`src/core/serial_evt_pkg.sv`:
```
// Constants, register map and carrier types for the two-channel serial event block
package serial_evt_pkg;
   localparam int ADDR_W = 22;
   localparam int IDX_W  = 20;
   localparam int NCH    = 2;

   // Register indexes; byte address is four times the index
   localparam logic [NCH-1:0][IDX_W-1:0] IDX_TX_HOLD   = {20'h401e5, 20'h401e0};
   localparam logic [NCH-1:0][IDX_W-1:0] IDX_RX_HOLD   = {20'h401e6, 20'h401e1};
   localparam logic [NCH-1:0][IDX_W-1:0] IDX_STATUS    = {20'h401e7, 20'h401e2};
   localparam logic [NCH-1:0][IDX_W-1:0] IDX_CONTROL   = {20'h401e8, 20'h401e3};
   localparam logic [NCH-1:0][IDX_W-1:0] IDX_IR_OPTION = {20'h401e9, 20'h401e4};
   localparam logic [NCH-1:0][IDX_W-1:0] IDX_PRIORITY  = {20'h40264, 20'h40263};
   localparam logic [NCH-1:0][IDX_W-1:0] IDX_DMA_SEL   = {20'h40293, 20'h40292};
   localparam logic [IDX_W-1:0]          IDX_ENABLES   = 20'h40276;
   localparam logic [IDX_W-1:0]          IDX_FLAGS     = 20'h40286;

   // Control register fields
   localparam int CTL_TX_ON    = 7;
   localparam int CTL_RX_ON    = 6;
   localparam int CTL_PAR_ON   = 5;
   localparam int CTL_PAR_SNS  = 4;
   localparam int CTL_STOP_LEN = 3;
   localparam int CTL_CLK_SRC  = 2;
   localparam int CTL_MODE_LO  = 0;
   localparam logic [1:0] MODE_ASYNC8 = 2'h3;
   localparam logic [1:0] MODE_ASYNC7 = 2'h2;
   localparam logic [1:0] MODE_SYNC_SLAVE  = 2'h1;
   localparam logic [1:0] MODE_SYNC_MASTER = 2'h0;

   // Infrared option fields
   localparam int IR_W        = 5;
   localparam int IR_DIV      = 4;
   localparam int IR_OUT_INV  = 3;
   localparam int IR_IN_INV   = 2;
   localparam int IR_MODE_LO  = 0;
   localparam logic [1:0] IFM_IRDA  = 2'h2;
   localparam logic [1:0] IFM_PLAIN = 2'h0;

   // Status fields
   localparam int ST_FER  = 4;
   localparam int ST_PER  = 3;
   localparam int ST_OER  = 2;
   localparam int ST_TDBE = 1;
   localparam int ST_RDBF = 0;

   // Event flag layout: three per channel
   localparam int EV_ERR    = 0;
   localparam int EV_RX     = 1;
   localparam int EV_TX     = 2;
   localparam int EV_STRIDE = 3;
   localparam int NEV       = 6;

   // Priority field positions, DMA select bit positions (rx, tx) per channel
   localparam logic [NCH-1:0][2:0] PRI_LO    = {3'h0, 3'h4};
   localparam logic [NCH-1:0][2:0] DMA_RX_BIT = {3'h0, 3'h6};
   localparam logic [NCH-1:0][2:0] DMA_TX_BIT = {3'h1, 3'h7};
   // DMA request order: ch0 rx, ch0 tx, ch1 rx, ch1 tx
   localparam logic [3:0][7:0] DMA_CH_NUM = {8'h1a, 8'h19, 8'h18, 8'h17};

   // Vector offset of the first source within the trap table, step between sources
   localparam logic [27:0] VEC_FIRST_OFS = 28'h00000e0;
   localparam logic [27:0] VEC_STEP      = 28'h0000004;

   localparam logic [1:0] RESP_OKAY   = 2'h0;
   localparam logic [1:0] RESP_DECERR = 2'h3;

   typedef struct packed {
      logic       done;
      logic [7:0] data;
      logic       parity;
      logic [1:0] stop;
   } rx_event_t;

   typedef struct packed {
      logic       valid;
      logic [7:0] data;
   } tx_feed_t;

   typedef struct packed {
      logic       transmitter_on;
      logic       receiver_on;
      logic       parity_on;
      logic       parity_sense;
      logic       stop_length;
      logic [1:0] transfer_mode_field;
      logic       async_divider_select;
      logic [1:0] interface_mode_field;
   } chan_cfg_t;

   typedef struct packed {
      logic [7:0]      tx_hold;
      logic [7:0]      rx_hold;
      logic [7:0]      ctl;
      logic [IR_W-1:0] ir;
      logic            fer;
      logic            per;
      logic            oer;
      logic            tx_empty;
      logic            rx_full;
   } chan_t;

   localparam chan_t CHAN_RESET = '{tx_hold: 8'h00, rx_hold: 8'h00, ctl: 8'h00,
                                    ir: 5'h00, fer: 1'b0, per: 1'b0, oer: 1'b0,
                                    tx_empty: 1'b1, rx_full: 1'b0};

   typedef struct packed {
      chan_t [NCH-1:0]      ch;
      logic [NCH-1:0][2:0]  pri;
      logic [NEV-1:0]       en;
      logic [NEV-1:0]       flg;
      logic [3:0]           dma_sel;
      logic [3:0]           dma_req;
      logic [7:0]           dma_chan;
      logic                 irq_req;
      logic [2:0]           irq_level;
      logic [27:0]          irq_vector;
      logic                 aw_got;
      logic [ADDR_W-1:0]    awaddr;
      logic                 w_got;
      logic [7:0]           wdata;
      logic                 wstrb0;
      logic                 bvalid;
      logic [1:0]           bresp;
      logic                 rvalid;
      logic [7:0]           rdata;
      logic [1:0]           rresp;
      logic [NCH-1:0]       rx_s1;
      logic [NCH-1:0]       rx_s2;
      logic [NCH-1:0]       ck_s1;
      logic [NCH-1:0]       ck_s2;
      logic [NCH-1:0]       rx_line;
      logic [NCH-1:0]       tx_pin;
      logic [NCH-1:0]       shclk;
   } state_t;
endpackage : serial_evt_pkg

```
`src/core/serial_evt_regs.sv`:
```
// Two-channel serial register file with event flags, interrupt selection and DMA triggers
//
// How it works
// RULE1: Byte moving to shift register sets tx-empty status and its event flag.
// RULE2: Completed reception loads rx holding, sets rx-full status and event flag.
// RULE3: Parity, framing or overrun fault sets the channel's shared fault event flag.
// RULE4: Clock-synchronized modes never report parity or framing faults, only overrun.
// RULE5: Parity or framing fault raises fault and rx-full events together, fault first.
// RULE6: Flags set regardless of enables; requests forwarded only when enabled. DMA triggers here ignore the enable bits.
// RULE7: Per-channel 3-bit level; highest pending level wins the request.
// RULE8: Rx-full and tx-empty map to DMA channels 0x17..0x1a; faults never.
// RULE9: DMA-selected events start DMA instead of raising an interrupt request.
// RULE10: Software sets DMA select bits and programs the DMA engine beforehand.
// RULE11: Vectors step by four from table base plus 0xe0, ch0 then ch1.
// RULE12: Flag and enable bits: ch0 fault, rx, tx at 0..2; ch1 at 3..5.
// RULE13: Tx holding is read/write, LSB first; bit 7 dropped in 7-bit mode.
// RULE14: Rx holding is read-only; bit 7 reads zero in 7-bit mode.
// RULE15: Fault bits at D4..D2 reset to 0 and clear by writing 0.
// RULE16: Tx-empty at D1 resets to 1; rx-full at D0 resets to 0.
// RULE17: Parity on, parity sense, stop length in control D5..D3, async only.
// RULE18: Control D2 picks external shift clock pin or internal clock.
// RULE19: Mode field D1:D0: 11 async8, 10 async7, 01 sync slave, 00 sync master.
// RULE20: Option D4 picks async divider: 1 for 1/8, 0 for 1/16.
// RULE21: Option D3 inverts output, D2 inverts input, only in async modes.
// RULE22: Option D1:D0 selects 10 pulse modulation or 00 plain serial.
// RULE23: Control D7 and D6 enable transmitter and receiver, reset to 0.
// RULE24: Reception before the previous byte is read overwrites it and flags overrun.
// RULE25: A zero stop bit is a framing fault; both checked with two stop bits.
//
// Our own choice: register access over AXI4-Lite.
`timescale 1ns/1ps
module serial_evt_regs
   import serial_evt_pkg::*;
(
   input  wire logic                   clk_in,
   input  wire logic                   reset_n_in,
   input  wire logic [ADDR_W-1:0]      axi_awaddr_in,
   input  wire logic                   axi_awvalid_in,
   output logic                        axi_awready_out,
   input  wire logic [31:0]            axi_wdata_in,
   input  wire logic [3:0]             axi_wstrb_in,
   input  wire logic                   axi_wvalid_in,
   output logic                        axi_wready_out,
   output logic [1:0]                  axi_bresp_out,
   output logic                        axi_bvalid_out,
   input  wire logic                   axi_bready_in,
   input  wire logic [ADDR_W-1:0]      axi_araddr_in,
   input  wire logic                   axi_arvalid_in,
   output logic                        axi_arready_out,
   output logic [31:0]                 axi_rdata_out,
   output logic [1:0]                  axi_rresp_out,
   output logic                        axi_rvalid_out,
   input  wire logic                   axi_rready_in,
   input  wire rx_event_t [NCH-1:0]    rx_event_in,
   input  wire logic [NCH-1:0]         tx_take_in,
   output tx_feed_t [NCH-1:0]          tx_feed_out,
   output chan_cfg_t [NCH-1:0]         cfg_out,
   input  wire logic [NCH-1:0]         serial_in_pin_in,
   output logic [NCH-1:0]              rx_line_out,
   input  wire logic [NCH-1:0]         tx_line_in,
   output logic [NCH-1:0]              serial_out_pin_out,
   input  wire logic [NCH-1:0]         external_shift_clock_pin_in,
   input  wire logic [NCH-1:0]         internal_tick_in,
   output logic [NCH-1:0]              shift_clock_out,
   input  wire logic [27:0]            vector_table_base_in,
   output logic                        irq_req_out,
   output logic [2:0]                  irq_level_out,
   output logic [27:0]                 irq_vector_out,
   output logic [3:0]                  dma_req_out,
   output logic [7:0]                  dma_chan_out,
   input  wire logic [3:0]             dma_done_in
);

   state_t q;
   state_t d;

   // Register read decode: bit 8 marks a mapped index
   function automatic logic [8:0] reg_read(input state_t s, input logic [IDX_W-1:0] idx);
      logic [8:0] r;
      r = 9'h000;
      for (int i = 0; i < NCH; i++) begin
         if (idx == IDX_TX_HOLD[i]) r = {1'b1, s.ch[i].tx_hold};                       // RULE13
         if (idx == IDX_RX_HOLD[i]) r = {1'b1, s.ch[i].rx_hold};                       // RULE14
         if (idx == IDX_STATUS[i]) begin
            r = 9'h100;
            r[ST_FER]  = s.ch[i].fer;                                                  // RULE15
            r[ST_PER]  = s.ch[i].per;
            r[ST_OER]  = s.ch[i].oer;
            r[ST_TDBE] = s.ch[i].tx_empty;                                             // RULE16
            r[ST_RDBF] = s.ch[i].rx_full;
         end
         if (idx == IDX_CONTROL[i])   r = {1'b1, s.ch[i].ctl};
         if (idx == IDX_IR_OPTION[i]) r = {1'b1, 3'h0, s.ch[i].ir};
         if (idx == IDX_PRIORITY[i]) begin
            r = 9'h100;
            r[PRI_LO[i] +: 3] = s.pri[i];
         end
         if (idx == IDX_DMA_SEL[i]) begin
            r = 9'h100;
            r[DMA_RX_BIT[i]] = s.dma_sel[2*i];
            r[DMA_TX_BIT[i]] = s.dma_sel[2*i+1];
         end
      end
      if (idx == IDX_ENABLES) r = {1'b1, 2'h0, s.en};                                  // RULE12
      if (idx == IDX_FLAGS)   r = {1'b1, 2'h0, s.flg};
      return r;
   endfunction : reg_read

   always_comb begin
      logic [IDX_W-1:0] widx;
      logic [8:0]       rd;
      logic [7:0]       wb;
      logic             wr_hit;
      logic             async;
      logic             seven;
      logic [7:0]       rx_byte;
      logic             perr;
      logic             ferr;
      logic [NEV-1:0]   req;
      logic             found;
      logic [2:0]       best_lvl;
      logic [27:0]      best_ofs;
      widx     = q.awaddr[ADDR_W-1:2];
      rd       = 9'h000;
      wb       = q.wdata;
      wr_hit   = 1'b0;
      async    = 1'b0;
      seven    = 1'b0;
      rx_byte  = 8'h00;
      perr     = 1'b0;
      ferr     = 1'b0;
      req      = '0;
      found    = 1'b0;
      best_lvl = 3'h0;
      best_ofs = 28'h0000000;
      d = q;

      // Pin synchronisers
      d.rx_s1 = serial_in_pin_in;
      d.rx_s2 = q.rx_s1;
      d.ck_s1 = external_shift_clock_pin_in;
      d.ck_s2 = q.ck_s1;

      // Bus write path: address and data taken in either order
      if (axi_awvalid_in && axi_awready_out) begin
         d.aw_got = 1'b1;
         d.awaddr = axi_awaddr_in;
      end
      if (axi_wvalid_in && axi_wready_out) begin
         d.w_got  = 1'b1;
         d.wdata  = axi_wdata_in[7:0];
         d.wstrb0 = axi_wstrb_in[0];
      end
      if (q.bvalid && axi_bready_in) d.bvalid = 1'b0;
      if (q.aw_got && q.w_got && !q.bvalid) begin
         d.aw_got = 1'b0;
         d.w_got  = 1'b0;
         d.bvalid = 1'b1;
         wr_hit   = reg_read(q, widx) >> 8 != 9'h000;
         d.bresp  = wr_hit ? RESP_OKAY : RESP_DECERR;
         if (q.wstrb0) begin
            for (int i = 0; i < NCH; i++) begin
               if (widx == IDX_TX_HOLD[i]) begin
                  d.ch[i].tx_hold  = wb; // RULE13
                  d.ch[i].tx_empty = 1'b0;
               end
               if (widx == IDX_STATUS[i]) begin
                  if (!wb[ST_FER]) d.ch[i].fer = 1'b0; // RULE15
                  if (!wb[ST_PER]) d.ch[i].per = 1'b0;
                  if (!wb[ST_OER]) d.ch[i].oer = 1'b0;
               end
               if (widx == IDX_CONTROL[i])   d.ch[i].ctl = wb;                         // RULE23
               if (widx == IDX_IR_OPTION[i]) d.ch[i].ir  = wb[IR_W-1:0];
               if (widx == IDX_PRIORITY[i])  d.pri[i]    = wb[PRI_LO[i] +: 3];         // RULE7
               if (widx == IDX_DMA_SEL[i]) begin
                  d.dma_sel[2*i]   = wb[DMA_RX_BIT[i]]; // RULE10
                  d.dma_sel[2*i+1] = wb[DMA_TX_BIT[i]];
               end
            end
            if (widx == IDX_ENABLES) d.en = wb[NEV-1:0];
            if (widx == IDX_FLAGS)   d.flg = q.flg & ~wb[NEV-1:0];
         end
      end

      // Bus read path; reading rx holding empties it
      if (q.rvalid && axi_rready_in) d.rvalid = 1'b0;
      if (axi_arvalid_in && axi_arready_out) begin
         rd       = reg_read(q, axi_araddr_in[ADDR_W-1:2]);
         d.rvalid = 1'b1;
         d.rdata  = rd[7:0];
         d.rresp  = rd[8] ? RESP_OKAY : RESP_DECERR;
         for (int i = 0; i < NCH; i++) begin
            if (axi_araddr_in[ADDR_W-1:2] == IDX_RX_HOLD[i]) d.ch[i].rx_full = 1'b0;
         end
      end

      // DMA completion clears the serviced flag
      for (int j = 0; j < 4; j++) begin
         if (dma_done_in[j]) d.flg[(j/2)*EV_STRIDE + EV_RX + (j%2)] = 1'b0;
      end

      // Channel events: hardware sets win over any clear above
      for (int i = 0; i < NCH; i++) begin
         async = q.ch[i].ctl[CTL_MODE_LO+1];
         seven = q.ch[i].ctl[CTL_MODE_LO +: 2] == MODE_ASYNC7;
         if (!q.ch[i].ctl[CTL_TX_ON] && !q.ch[i].ctl[CTL_RX_ON]) begin
            d.ch[i].fer = 1'b0;
            d.ch[i].per = 1'b0;
            d.ch[i].oer = 1'b0;
         end
         if (tx_take_in[i] && !q.ch[i].tx_empty) begin
            d.ch[i].tx_empty = 1'b1; // RULE1
            d.flg[i*EV_STRIDE + EV_TX] = 1'b1; // RULE6
         end
         if (rx_event_in[i].done && q.ch[i].ctl[CTL_RX_ON]) begin
            rx_byte = rx_event_in[i].data;
            if (seven) rx_byte[7] = 1'b0; // RULE14
            perr = async && q.ch[i].ctl[CTL_PAR_ON] &&                                 // RULE17
                   ((^rx_byte ^ rx_event_in[i].parity) != q.ch[i].ctl[CTL_PAR_SNS]);
            ferr = async && (!rx_event_in[i].stop[0] ||                                // RULE25
                   (q.ch[i].ctl[CTL_STOP_LEN] && !rx_event_in[i].stop[1]));
            d.ch[i].rx_hold = rx_byte; // RULE24
            d.ch[i].rx_full = 1'b1; // RULE2
            d.flg[i*EV_STRIDE + EV_RX] = 1'b1; // RULE5
            if (perr) d.ch[i].per = 1'b1; // RULE4
            if (ferr) d.ch[i].fer = 1'b1;
            if (q.ch[i].rx_full) d.ch[i].oer = 1'b1; // RULE24
            if (perr || ferr || q.ch[i].rx_full) begin
               d.flg[i*EV_STRIDE + EV_ERR] = 1'b1; // RULE3
            end
         end
         // Pin logic inversion and shift clock selection
         d.rx_line[i] = q.rx_s2[i] ^ (async & q.ch[i].ir[IR_IN_INV]);                 // RULE21
         d.tx_pin[i]  = tx_line_in[i] ^ (async & q.ch[i].ir[IR_OUT_INV]);
         d.shclk[i]   = q.ch[i].ctl[CTL_CLK_SRC] ? q.ck_s2[i] : internal_tick_in[i];  // RULE18
      end

      // DMA triggers for rx-full and tx-empty, lowest index reported first
      d.dma_chan = 8'h00;
      for (int j = 3; j >= 0; j--) begin
         d.dma_req[j] = q.flg[(j/2)*EV_STRIDE + EV_RX + (j%2)] & q.dma_sel[j];        // RULE9
         if (d.dma_req[j]) d.dma_chan = DMA_CH_NUM[j]; // RULE8
      end

      // Interrupt selection: highest level, then lower source index
      for (int k = 0; k < NEV; k++) begin
         req[k] = q.flg[k] & q.en[k]; // RULE6
         if ((k % EV_STRIDE) != EV_ERR) begin
            req[k] = req[k] & ~q.dma_sel[(k/EV_STRIDE)*2 + (k%EV_STRIDE) - 1];        // RULE9
         end
      end
      for (int k = NEV-1; k >= 0; k--) begin
         if (req[k] && (!found || q.pri[k/EV_STRIDE] >= best_lvl)) begin              // RULE7
            found    = 1'b1;
            best_lvl = q.pri[k/EV_STRIDE];
            best_ofs = VEC_FIRST_OFS + VEC_STEP * 28'(k);                              // RULE11
         end
      end
      d.irq_req    = found;
      d.irq_level  = best_lvl;
      d.irq_vector = vector_table_base_in + best_ofs;
   end

   always_ff @(posedge clk_in or negedge reset_n_in) begin
      if (!reset_n_in) begin
         q       <= '0;
         q.ch[0] <= CHAN_RESET; // RULE16
         q.ch[1] <= CHAN_RESET;
      end else begin
         q <= d;
      end
   end

   // Bus handshakes: one write and one read in flight
   assign axi_awready_out = !q.aw_got && !q.bvalid;
   assign axi_wready_out  = !q.w_got && !q.bvalid;
   assign axi_bvalid_out  = q.bvalid;
   assign axi_bresp_out   = q.bresp;
   assign axi_arready_out = !q.rvalid;
   assign axi_rvalid_out  = q.rvalid;
   assign axi_rdata_out   = {24'h000000, q.rdata};
   assign axi_rresp_out   = q.rresp;

   assign rx_line_out        = q.rx_line;
   assign serial_out_pin_out = q.tx_pin;
   assign shift_clock_out    = q.shclk;
   assign irq_req_out        = q.irq_req;
   assign irq_level_out      = q.irq_level;
   assign irq_vector_out     = q.irq_vector;
   assign dma_req_out        = q.dma_req;
   assign dma_chan_out       = q.dma_chan;

   // Shift engine feed and configuration view
   always_comb begin
      for (int i = 0; i < NCH; i++) begin
         tx_feed_out[i].valid = !q.ch[i].tx_empty && q.ch[i].ctl[CTL_TX_ON];
         tx_feed_out[i].data  = q.ch[i].tx_hold;
         if (q.ch[i].ctl[CTL_MODE_LO +: 2] == MODE_ASYNC7) begin
            tx_feed_out[i].data[7] = 1'b0; // RULE13
         end
         cfg_out[i].transmitter_on       = q.ch[i].ctl[CTL_TX_ON];                     // RULE23
         cfg_out[i].receiver_on          = q.ch[i].ctl[CTL_RX_ON];
         cfg_out[i].parity_on            = q.ch[i].ctl[CTL_PAR_ON]                     // RULE17
                                           & q.ch[i].ctl[CTL_MODE_LO+1];
         cfg_out[i].parity_sense         = q.ch[i].ctl[CTL_PAR_SNS];
         cfg_out[i].stop_length          = q.ch[i].ctl[CTL_STOP_LEN];
         cfg_out[i].transfer_mode_field  = q.ch[i].ctl[CTL_MODE_LO +: 2];             // RULE19
         cfg_out[i].async_divider_select = q.ch[i].ir[IR_DIV];                         // RULE20
         cfg_out[i].interface_mode_field = q.ch[i].ir[IR_MODE_LO +: 2];               // RULE22
      end
   end
endmodule : serial_evt_regs

```
`config.mk`:
```
export PLATFORM = sky130hd
export DESIGN_NAME = serial_evt_regs
export DESIGN_NICKNAME = d
export VERILOG_FILES = /design/src/core/serial_evt_pkg.sv /design/src/core/serial_evt_regs.sv
export SDC_FILE = /design/constraint.sdc
export NUM_CORES = 1
export LEC_CHECK = 0
export BUFFER_PORTS_ARGS = -buffer_cell sky130_fd_sc_hd__buf_2
export CELL_PAD_IN_SITES_DETAIL_PLACEMENT = 1
export CELL_PAD_IN_SITES_GLOBAL_PLACEMENT = 1
export CORE_MARGIN = 1.5
export CORE_UTILIZATION = 44
export CTS_CLUSTER_SIZE = 8
export DETAILED_ROUTE_END_ITERATION = 16
export PLACE_DENSITY_LB_ADDON = 0.1
export SYNTH_ARGS = -nofsm -noshare
export SYNTH_HDL_FRONTEND = slang
export SYNTH_SLANG_ARGS = --single-unit
```
`constraint.sdc`:
```
create_clock -name clk_in -period 18.9 [get_ports clk_in]
set_input_delay 0.945 -clock clk_in [delete_from_list [all_inputs] [get_ports clk_in]]
set_output_delay 0.945 -clock clk_in [all_outputs]
set_load 0.02 [all_outputs]
```
# Word level (Yosys, flattened, before mapping)
# Cells that the tools add are included.
# Widths: inputs -> output; s select.
[word_totals] register_bits=195 ram_bits=0 latch_bits=0 mem_bits_ro=0 mem_count=0 output_inout_bits=129
[classes] mux=121 shift=0 bitwise_logic=32 eq_ne=36 order_cmp=5 n_addsub=1 n_reduce_logical=107 div=0 multipliers=0
[op_table] operator="$eq 20x19->1 const B" count=32
[op_table] operator="$mux 9" count=34
[op_table] operator="$mux 28" count=5
[op_table] operator="$reduce_and 3->1" count=17
[op_table] operator="$mux 1" count=48
[op_table] operator="$mux 3" count=13
[op_table] operator="$reduce_bool 3->1" count=12
[op_table] operator="$mux 8" count=4
[op_table] operator="$logic_and 1x1->1" count=30
[op_table] operator="$mux 10" count=3
[op_table] operator="$add 28x28->28" count=1
[op_table] operator="$reduce_bool 2->1" count=14
[op_table] operator="$mux 23" count=1
[op_table] operator="$and 1x1->1" count=20
[op_table] operator="$logic_not 1->1" count=19
[op_table] operator="$mux 4" count=4
[op_table] operator="$reduce_xor 8->1" count=2
[op_table] operator="$ge 3x3->1" count=5
[op_table] operator="$mux 2" count=6
[op_table] operator="$logic_or 1x1->1" count=11
[op_table] operator="$mux 11" count=1
[op_table] operator="$and 6x6->6" count=1
[op_table] operator="$mux 6" count=1
[op_table] operator="$not 6->6" count=1
[op_table] operator="other kinds (6)" count=17

# Logic depth before layout (Yosys ltp)
# Gate-level depths: netlist of run 1.
[logic_depth] depth_word=24 ltp_mapped=32 mapped_depth_nobuf=31

# Worst setup path after synthesis of run 1
# No wires, ideal clock.
[synth_timing] kind="reg-to-reg" start="reg q[108] (netlist bit)" end="reg q (netlist bit irq_vector_out[12])" t_arrival_ns=5.951 slack_ns=12.818 stages_incl_launch_ff=30 synth_period_minus_slack_ns=6.082 setup_time_ns=0.132 path_buffers=0 path_cell_list="dfrtp_1 > nand3b_1 > nand2_1 > a21oi_1 > nor2_1 > ha_1 > nand2b_1 > a21oi_1 > nor2b_1 > o31ai_1 > mux2_2 > ha_1 > nand2b_1 > a21oi_1 > o221ai_1 > a21oi_1 > o21ai_0 > ha_1 > nand2b_1 > a21oi_1 > o221ai_1 > a22o_1 > nor4b_1 > ha_1 > nor2b_1 > o21ai_0 > a21boi_0 > o21ai_1 > a21boi_0 > xor2_1"
[synth_lines] item="start: declaration" line_no="serial_evt_regs.sv:74" rtl="state_t q;"

==> results.py, run 1 <==
metrics = {
    "min_path": {
        "min_path_type": "register to register",
    },
    "die": {
        "rows": 56,
        "die_h_um": 157,
        "die-area_um2": 24500,
        "core_area_um2": 23300,
        "num_io_pins": 282,
        "die-width_um": 157,
        "start_util": 0.445,
    },
    "timing": {
        "drv_slew": 0,
        "hold_ws_ns": 0.352,
        "fin_setup_tns_ns": 0,
        "min_period_over_period": 0.390,
        "period_minus_slack_ns": 7.36,
        "maxSlewHeadroom": 0.370,
        "setup_viol": 0,
        "fin_ws_ns": 11.54,
        "rsz0062_at_grt": "false",
        "hold_viol": 0,
        "fmax_mhz": 136,
        "tightest_slew_ns": 0.944,
        "finClkSkew_ns": 0.0143,
    },
    "worst_setup_path": {
        "crit_type": "register to register",
        "max_stage_delay_ns": 0.62,
        "required_ns": 19.22,
        "r2r-end": "irq_vector_out[14]",
        "crit_path_start_kind": "register",
        "crit_path_end_kind": "register",
        "crit_end": "irq_vector_out[14]",
        "worstRegToRegCells": 29,
        "crit_slowest_cell": "o21ai_1",
        "crit_fanout": 10,
        "reg2reg_slack_ns": 11.54,
        "startpoint": "q[107]",
        "crit_arrival_ns": 7.68,
        "timing.rr.start": "q[107]",
        "crit_top_cell": "a21oi_1",
    },
    "run_status": {
        "status": "complete, no violations",
    },
    "power_and_ir_drop": {
        "p_per_area_nw_per_um2": 91.2,
        "ir_drop_uv": 62.2,
        "p_leak_nw": 5.58,
    },
    "clock_network": {
        "cts_buffer_depth": 2,
        "cts_buffers": 17,
        "clock_sinks": 187,
        "clk_pin_slew_ns": 0.08,
        "post-cts-setup-buffers": 0,
        "tritoncts": "built",
        "clock_latency_ns": 0.44,
        "cts_hold_buf": 0,
        "cts-resized-gates": 0,
        "htree_levels": 4,
        "cts_root_buffer": "clkbuf_16",
    },
    "logic_synthesis": {
        "synthCells": 987,
        "synth_flop_cell": "dfrtp_1",
        "yosysUniqueCellTypes": 77,
        "netlist_top_cells_area": "dfrtp_1, mux2_2, buf_4, nand2_1, o21ai_0",
        "yosysWarnings": 0,
        "ys_ff_latch": 187,
        "synth_edf_count": 0,
        "async_reset_ff_frac": 1.00,
        "syn_area_um2": 10400,
        "yosysTopAreaCell": "dfrtp_1",
        "yosysTopAreaCellShare": 0.446,
        "avgSynthCellArea_um2": 10.5,
        "yosysSeqAreaShare": 0.451,
    },
    "drt": {
        "drt-initial-drc-count": 491,
        "drc_errors": 0,
        "via_per_inst": 5.56,
        "routedWlPerCell_um": 21.1,
        "routed_wl_mm": 30.5,
        "antenna_left": 0,
        "vias": 8023,
        "drt_pass1_iterations": 5,
    },
    "final_layout": {
        "final_area_um2": 11600,
        "syn_to_final_growth_pct": 12.2,
        "drive_gt1_frac": 0.340,
        "layout.nets": 1281,
    },
    "grt": {
        "grt_pass1_wl_mm": 46.4,
        "grtUsageTotal": 0.253,
        "grt_pass1_vias": 8039,
        "globalRoute.totalOverflow": 0,
        "grt_max_degree": 111,
        "antenna_found_initial": 0,
    },
    "placed_design": {
        "finalWeightedCongestion": 0.877,
        "hpwl_mm": 22.8,
        "port_buffers": 223,
        "dp_slack_ns": 11.62,
        "placed_cell_area_um2": 11000,
    },
    "run": {
        "maxCapViolations": 0,
    },
}
==> layer usage <==
metal | share of wire | GRT usage | vias to the layer above
li1 | - | - | 3623
met1 | 0.45 | 0.355 | 4069
met2 | 0.47 | 0.401 | 283
met3 | 0.058 | 0.0479 | 48
met4 | 0.019 | 0.0717 | 0
met5 | 0 | 0 | -
==> report_power, final <==
| group | internal (mW) | switching [mW] | total [mW] |
|---|---|---|---|
| Clock | 0.189 | 0.178 | 0.368 |
| Combinational | 0.0819 | 0.0933 | 0.175 |
| Sequential | 0.444 | 0.0756 | 0.519 |
| Total | 0.715 | 0.347 | 1.06 |
==> cell usage after synthesis (5+ instances only) <==
| cell | count |
|---|---|
| nand2b_1 | 12 |
| xor2_1 | 18 |
| o221ai_1 | 5 |
| a22oi_1 | 7 |
| and2_1 | 15 |
| dfrtp_1 | 185 |
| o21ai_0 | 48 |
| or3_1 | 8 |
| nor2_1 | 44 |
| xnor2_1 | 23 |
| nand2_1 | 76 |
| nand4_1 | 13 |
| nor4b_1 | 5 |
| and3_1 | 6 |
| o211ai_1 | 7 |
| nand3b_1 | 10 |
| ha_1 | 17 |
| and4_1 | 6 |
| clkbuf_1 | 28 |
| nand3_1 | 22 |
| mux2i_1 | 9 |
| buf_4 | 117 |
| nor2b_1 | 16 |
| inv_1 | 26 |
| nor3_1 | 12 |
| a21oi_1 | 38 |
| or4_1 | 6 |
| nor4_1 | 9 |
| mux2_2 | 105 |
==> worst min-delay path by stage <==
stage           from  endpoint  slack [ns]  cells past startpoint
5_1_grt         d[7]      q[7]        0.36                      0
3_3_place_gp    d[6]      q[6]        0.33                      0
3_5_place_dp    d[7]      q[7]        0.34                      0
2_1_floorplan  d[10]     q[10]        0.33                      0
4_1_cts         d[7]      q[7]        0.36                      0
6_report        d[7]      q[7]        0.35                      0
==> placed cells by master (no fill, tap or decap), types with 5 or more instances in the layout <==
cell type,n
nand3_1,22
mux2i_1,9
nor2b_1,16
ha_1,17
nand2b_1,12
and4_1,6
buf_2,222
inv_8,5
nor3_1,12
a21oi_1,38
clkbuf_16,17
a22oi_1,7
o211ai_1,7
conb_1,27
nor2_1,44
xnor2_1,23
dfrtp_1,185
o221ai_1,5
nor4b_1,5
mux2_2,105
and2_1,15
or4_1,6
buf_4,7
o21ai_0,48
nand4_1,13
and3_1,6
nand3b_1,10
nor4_1,9
nand2_1,76
or3_1,8
xor2_1,18
inv_1,26
==> cell families after synthesis <==
group | Yosys count | share of synthesized area
other | 1 | 0.000361
AO/OA/AOI/OAI | 161 | 0.102
XOR/XNOR | 43 | 0.0389
multiplexers | 116 | 0.127
adder cells (fa/ha/maj) | 18 | 0.0224
buffers and inverters | 178 | 0.107
flip-flops | 187 | 0.451
AND/OR/NAND/NOR | 283 | 0.151
==> registers in the layout (all words and copies together) (netlist names), 2 cells and up <==
| signal | flops |
|---|---|
| axi_rdata_out | 8 |
| tx_feed_out | 14 |
| serial_out_pin_out | 2 |
| irq_vector_out | 28 |
| d | 4 |
| shift_clock_out | 2 |
| dma_req_out | 4 |
| q | 93 |
| cfg_out | 18 |
| dma_chan_out | 4 |
| rx_line_out | 2 |
| irq_level_out | 3 |
==> cell type report <==
cell class | count | area [um2]
clock inverters | 14 | 171
diodes | 1 | 2.50
multi-input cells | 648 | 4690
inverters | 26 | 97.6
well taps | 319 | 399
repair buffers | 230 | 1180
fillers | 2674 | 11700
flip-flops and latches | 187 | 4680
clock buffers | 17 | 425
==> stage by stage <==
step | std cells | total power [mW] | util
final | 1442 | 1.06 | 0.499
after global routing | 1441 | 1.11 | 0.499
after CTS | 1441 | 1.07 | 0.499
after detailed placement | 1410 | 0.703 | 0.473
after global placement | 1410 | 0.694 | 0.473
after floorplan | 1013 | 0.630 | -
==> critical path: cells and delay by family, from the launching register on <==
kind | cells | cell delay [ns]
AOI/OAI and AO/OA | 14 | 3.41
xor gates and xnor gates | 1 | 0.18
adders and majority gates | 4 | 1.13
DFF | 1 | 0.43
muxes | 1 | 0.40
and+or+nand+nor | 9 | 1.69
Note: power is estimated with default switching activity, not from simulation.
==> run 2: changes to the inputs <==
--- a/config.mk
+++ b/config.mk
@@ -5,11 +5,12 @@
 export SDC_FILE = /design/constraint.sdc
 export NUM_CORES = 1
 export LEC_CHECK = 0
+export ABC_AREA = 1
 export BUFFER_PORTS_ARGS = -buffer_cell sky130_fd_sc_hd__buf_2
 export CELL_PAD_IN_SITES_DETAIL_PLACEMENT = 1
 export CELL_PAD_IN_SITES_GLOBAL_PLACEMENT = 1
 export CORE_MARGIN = 1.5
-export CORE_UTILIZATION = 44
+export CORE_UTILIZATION = 39
 export CTS_CLUSTER_SIZE = 8
 export DETAILED_ROUTE_END_ITERATION = 16
 export PLACE_DENSITY_LB_ADDON = 0.1
==> constraint.sdc (replaced) <==
create_clock -name clk_in -period 7.6 [get_ports clk_in]
set_input_delay 0.38 -clock clk_in [delete_from_list [all_inputs] [get_ports clk_in]]
set_output_delay 0.38 -clock clk_in [all_outputs]
set_load 0.02 [all_outputs]
==> run 2 against run 1 <==
  * The run now ends with negative hold slack left
  * Global-route usage shrank 2.3 points
  * Critical path type unchanged
  * Utilization is 4.9 points lower
  * Combinational power grew to 2.9 times the previous value
  * Final area up 1.5%
  * Synthesized area rose by 1.3%
  * Via count is 7.2% higher
==> results.py, run 2 <==
metrics = {
    "run_status": {
        "status": "complete, but fails checks",
        "violations": "negative hold slack",
    },
    "die": {
        "core_area_um2": 26300,
        "num_io_pins": 282,
        "die_h_um": 167,
        "rows": 59,
        "start_util": 0.400,
        "die-width_um": 167,
        "die-area_um2": 27900,
    },
    "clock_network": {
        "cts_buffer_depth": 2,
        "clock_sinks": 187,
        "cts_root_buffer": "clkbuf_16",
        "clk_pin_slew_ns": 0.08,
        "htree_levels": 4,
        "cts_buffers": 17,
        "post-cts-setup-buffers": 0,
        "tritoncts": "built",
        "clock_latency_ns": 0.44,
    },
    "worst_setup_path": {
        "max_stage_delay_ns": 0.46,
        "crit_path_start_kind": "register",
        "crit_path_end_kind": "register",
        "startpoint": "q[114]",
        "timing.rr.start": "q[114]",
        "worstRegToRegCells": 36,
        "crit_arrival_ns": 7.12,
        "crit_fanout": 12,
        "crit_slowest_cell": "dfrtp_1",
        "r2r-end": "irq_vector_out[26]",
        "crit_type": "register to register",
        "crit_top_cell": "nand2_1",
        "reg2reg_slack_ns": 0.81,
        "crit_end": "irq_vector_out[26]",
        "required_ns": 7.92,
    },
    "timing": {
        "hold_viol": 13,
        "period_minus_slack_ns": 6.79,
        "hold_ws_ns": -0.0131,
        "maxSlewHeadroom": 0.355,
        "rsz0062_at_grt": "false",
        "setup_viol": 0,
        "tightest_slew_ns": 0.965,
        "finClkSkew_ns": 0.0184,
        "drv_slew": 0,
        "fin_setup_tns_ns": 0,
        "fmax_mhz": 147,
        "min_period_over_period": 0.894,
    },
    "run": {
        "maxCapViolations": 0,
    },
    "final_layout": {
        "stdcell_count": 1734,
        "final_cell_mix": "nand2_1, buf_2, dfrtp_1",
        "layout.nets": 1557,
        "antenna_cells": 0,
        "final_common_cell": "nand2_1",
        "syn_to_final_growth_pct": 12.4,
        "largest_reg_flops": 93,
        "drive_gt1_frac": 0.243,
        "final_area_um2": 11800,
        "top_register": "q",
    },
    "drt": {
        "routed_wl_mm": 31.2,
        "drt_pass1_iterations": 4,
        "drt-initial-drc-count": 468,
        "drc_errors": 0,
        "vias": 8603,
        "routedWlPerCell_um": 18.0,
        "via_per_inst": 4.96,
        "antenna_left": 0,
    },
    "logic_synthesis": {
        "synth-simple-area-share": 0.226,
        "yosysMostFrequentCell": "nand2_1",
        "synth_edf_count": 0,
        "yosysTopAreaCell": "dfrtp_1",
        "synthMuxAreaShare": 0.0161,
        "yosysUniqueCellTypes": 56,
        "synthAdderAreaFrac": 0.0221,
        "netlist_top_cells_area": "dfrtp_1, nand2_1, buf_4, inv_1, nor2_1",
        "yosysWarnings": 0,
        "ys_ff_latch": 187,
        "netlist_top_cells_count": "nand2_1, dfrtp_1, inv_1",
        "synth_xor_area_frac": 0.0367,
        "yosysTopAreaCellShare": 0.440,
        "async_reset_ff_frac": 1.00,
        "avgSynthCellArea_um2": 8.39,
        "yosysSeqAreaShare": 0.445,
        "synth_top_family_by_area": "simple AND/OR/NAND/NOR gates",
        "synth_compound_area_frac": 0.112,
        "synth_flop_cell": "dfrtp_1",
        "syn_area_um2": 10500,
        "synthCells": 1253,
    },
    "grt": {
        "grt_pass1_wl_mm": 49.4,
        "grt_max_degree": 87,
        "globalRoute.totalOverflow": 0,
        "grtUsageTotal": 0.231,
        "antenna_found_initial": 2,
        "grt_pass1_vias": 8772,
    },
    "placed_design": {
        "finalWeightedCongestion": 0.872,
        "port_buffers": 223,
        "dpl.cell_count": 1702,
        "placed_cell_area_um2": 11200,
        "hpwl_mm": 24.2,
    },
    "min_path": {
        "min_path_type": "input port to asynchronous set/reset pin",
    },
    "power_and_ir_drop": {
        "p_per_area_nw_per_um2": 223,
        "p_leak_nw": 6.07,
        "ir_drop_uv": 141,
        "power_mw": 2.63,
    },
}
-- run 2: changes by cell type after synthesis, moves of 14 or more --
cell      before  now
nor2b_1       16    0
nand3_1       22   45
mux2_2       105   15
clkbuf_1      28   14
o21ai_1        1   17
nand2_1       76  270
inv_1         26  123
a21oi_1       38   66
o21ai_0       48   80
and2_1        15    0
nor2_1        44  111
-- run 2: timing repair --
action / in CTS / in global routing
hold buffers: 0 / 0
resized for setup: 0 / 1
setup endpoints to repair: 0 / 6
-- run 2: critical path: cells and delay by family (launching register included) --
kind / cells / cell delay, ns
AOI/OAI and AO/OA: 11 / 2.14
xor gates and xnor gates: 1 / 0.15
adders and majority gates: 5 / 1.45
buffers and inverters: 3 / 0.20
DFF: 1 / 0.46
and+or+nand+nor: 16 / 2.25
-- run 2: area by class of cell --
class	instances	area [um2]
clock inverter	13	170
inverter	133	499
multi-input combinational	822	4450
sequential	187	4680
clock buffer	19	453
fill	3229	14500
timing repair buffer	225	1140
tap	335	419
-- run 2: metrics by stage --
| step | worst slack, ns | utilization |
|---|---|---|
| finish | 0.806 | 0.449 |
| global route | 0.0153 | 0.449 |
| CTS | 0.573 | 0.449 |
| detailed placement | 0.622 | 0.426 |
| global placement | 0.733 | 0.426 |
| floorplan | 1.74 | - |
-- run 2: report_power, final --
group	internal (mW)	total (mW)	switching, mW
registers	1.09	1.16	0.0622
clock network	0.519	0.962	0.444
logic	0.149	0.514	0.366
-- run 2: logic make-up after synthesis --
group / Yosys count
other cells: 1
xor+xnor: 44
flops: 187
mux: 15
compound gates: 207
simple gates: 511
buf+inv: 270
fa+ha+maj: 18
-- run 2: how the worst min path moves through the flow --
stage | start | endpoint | depth (start not counted)
floorplan | reset_n_in | axi_bresp_out[0] | 0
global placement | d[7] | q[7] | 0
detailed placement | d[6] | q[6] | 0
CTS | reset_n_in | q[10] | 1
global route | vector_table_base_in[1] | irq_vector_out[1] | 1
finish | reset_n_in | rx_line_out[0] | 1
-- run 2: per-layer routing --
| layer | vias to the layer above | part of all wire | global-route usage | wire, um |
|---|---|---|---|---|
| met5 | - | 0.00074 | 0 | 23 |
| met4 | 4 | 0.016 | 0.0599 | 496 |
| met3 | 35 | 0.052 | 0.0423 | 1620 |
| met2 | 219 | 0.47 | 0.372 | 14500 |
| met1 | 4152 | 0.47 | 0.321 | 14500 |
| li1 | 4193 | - | - | - |
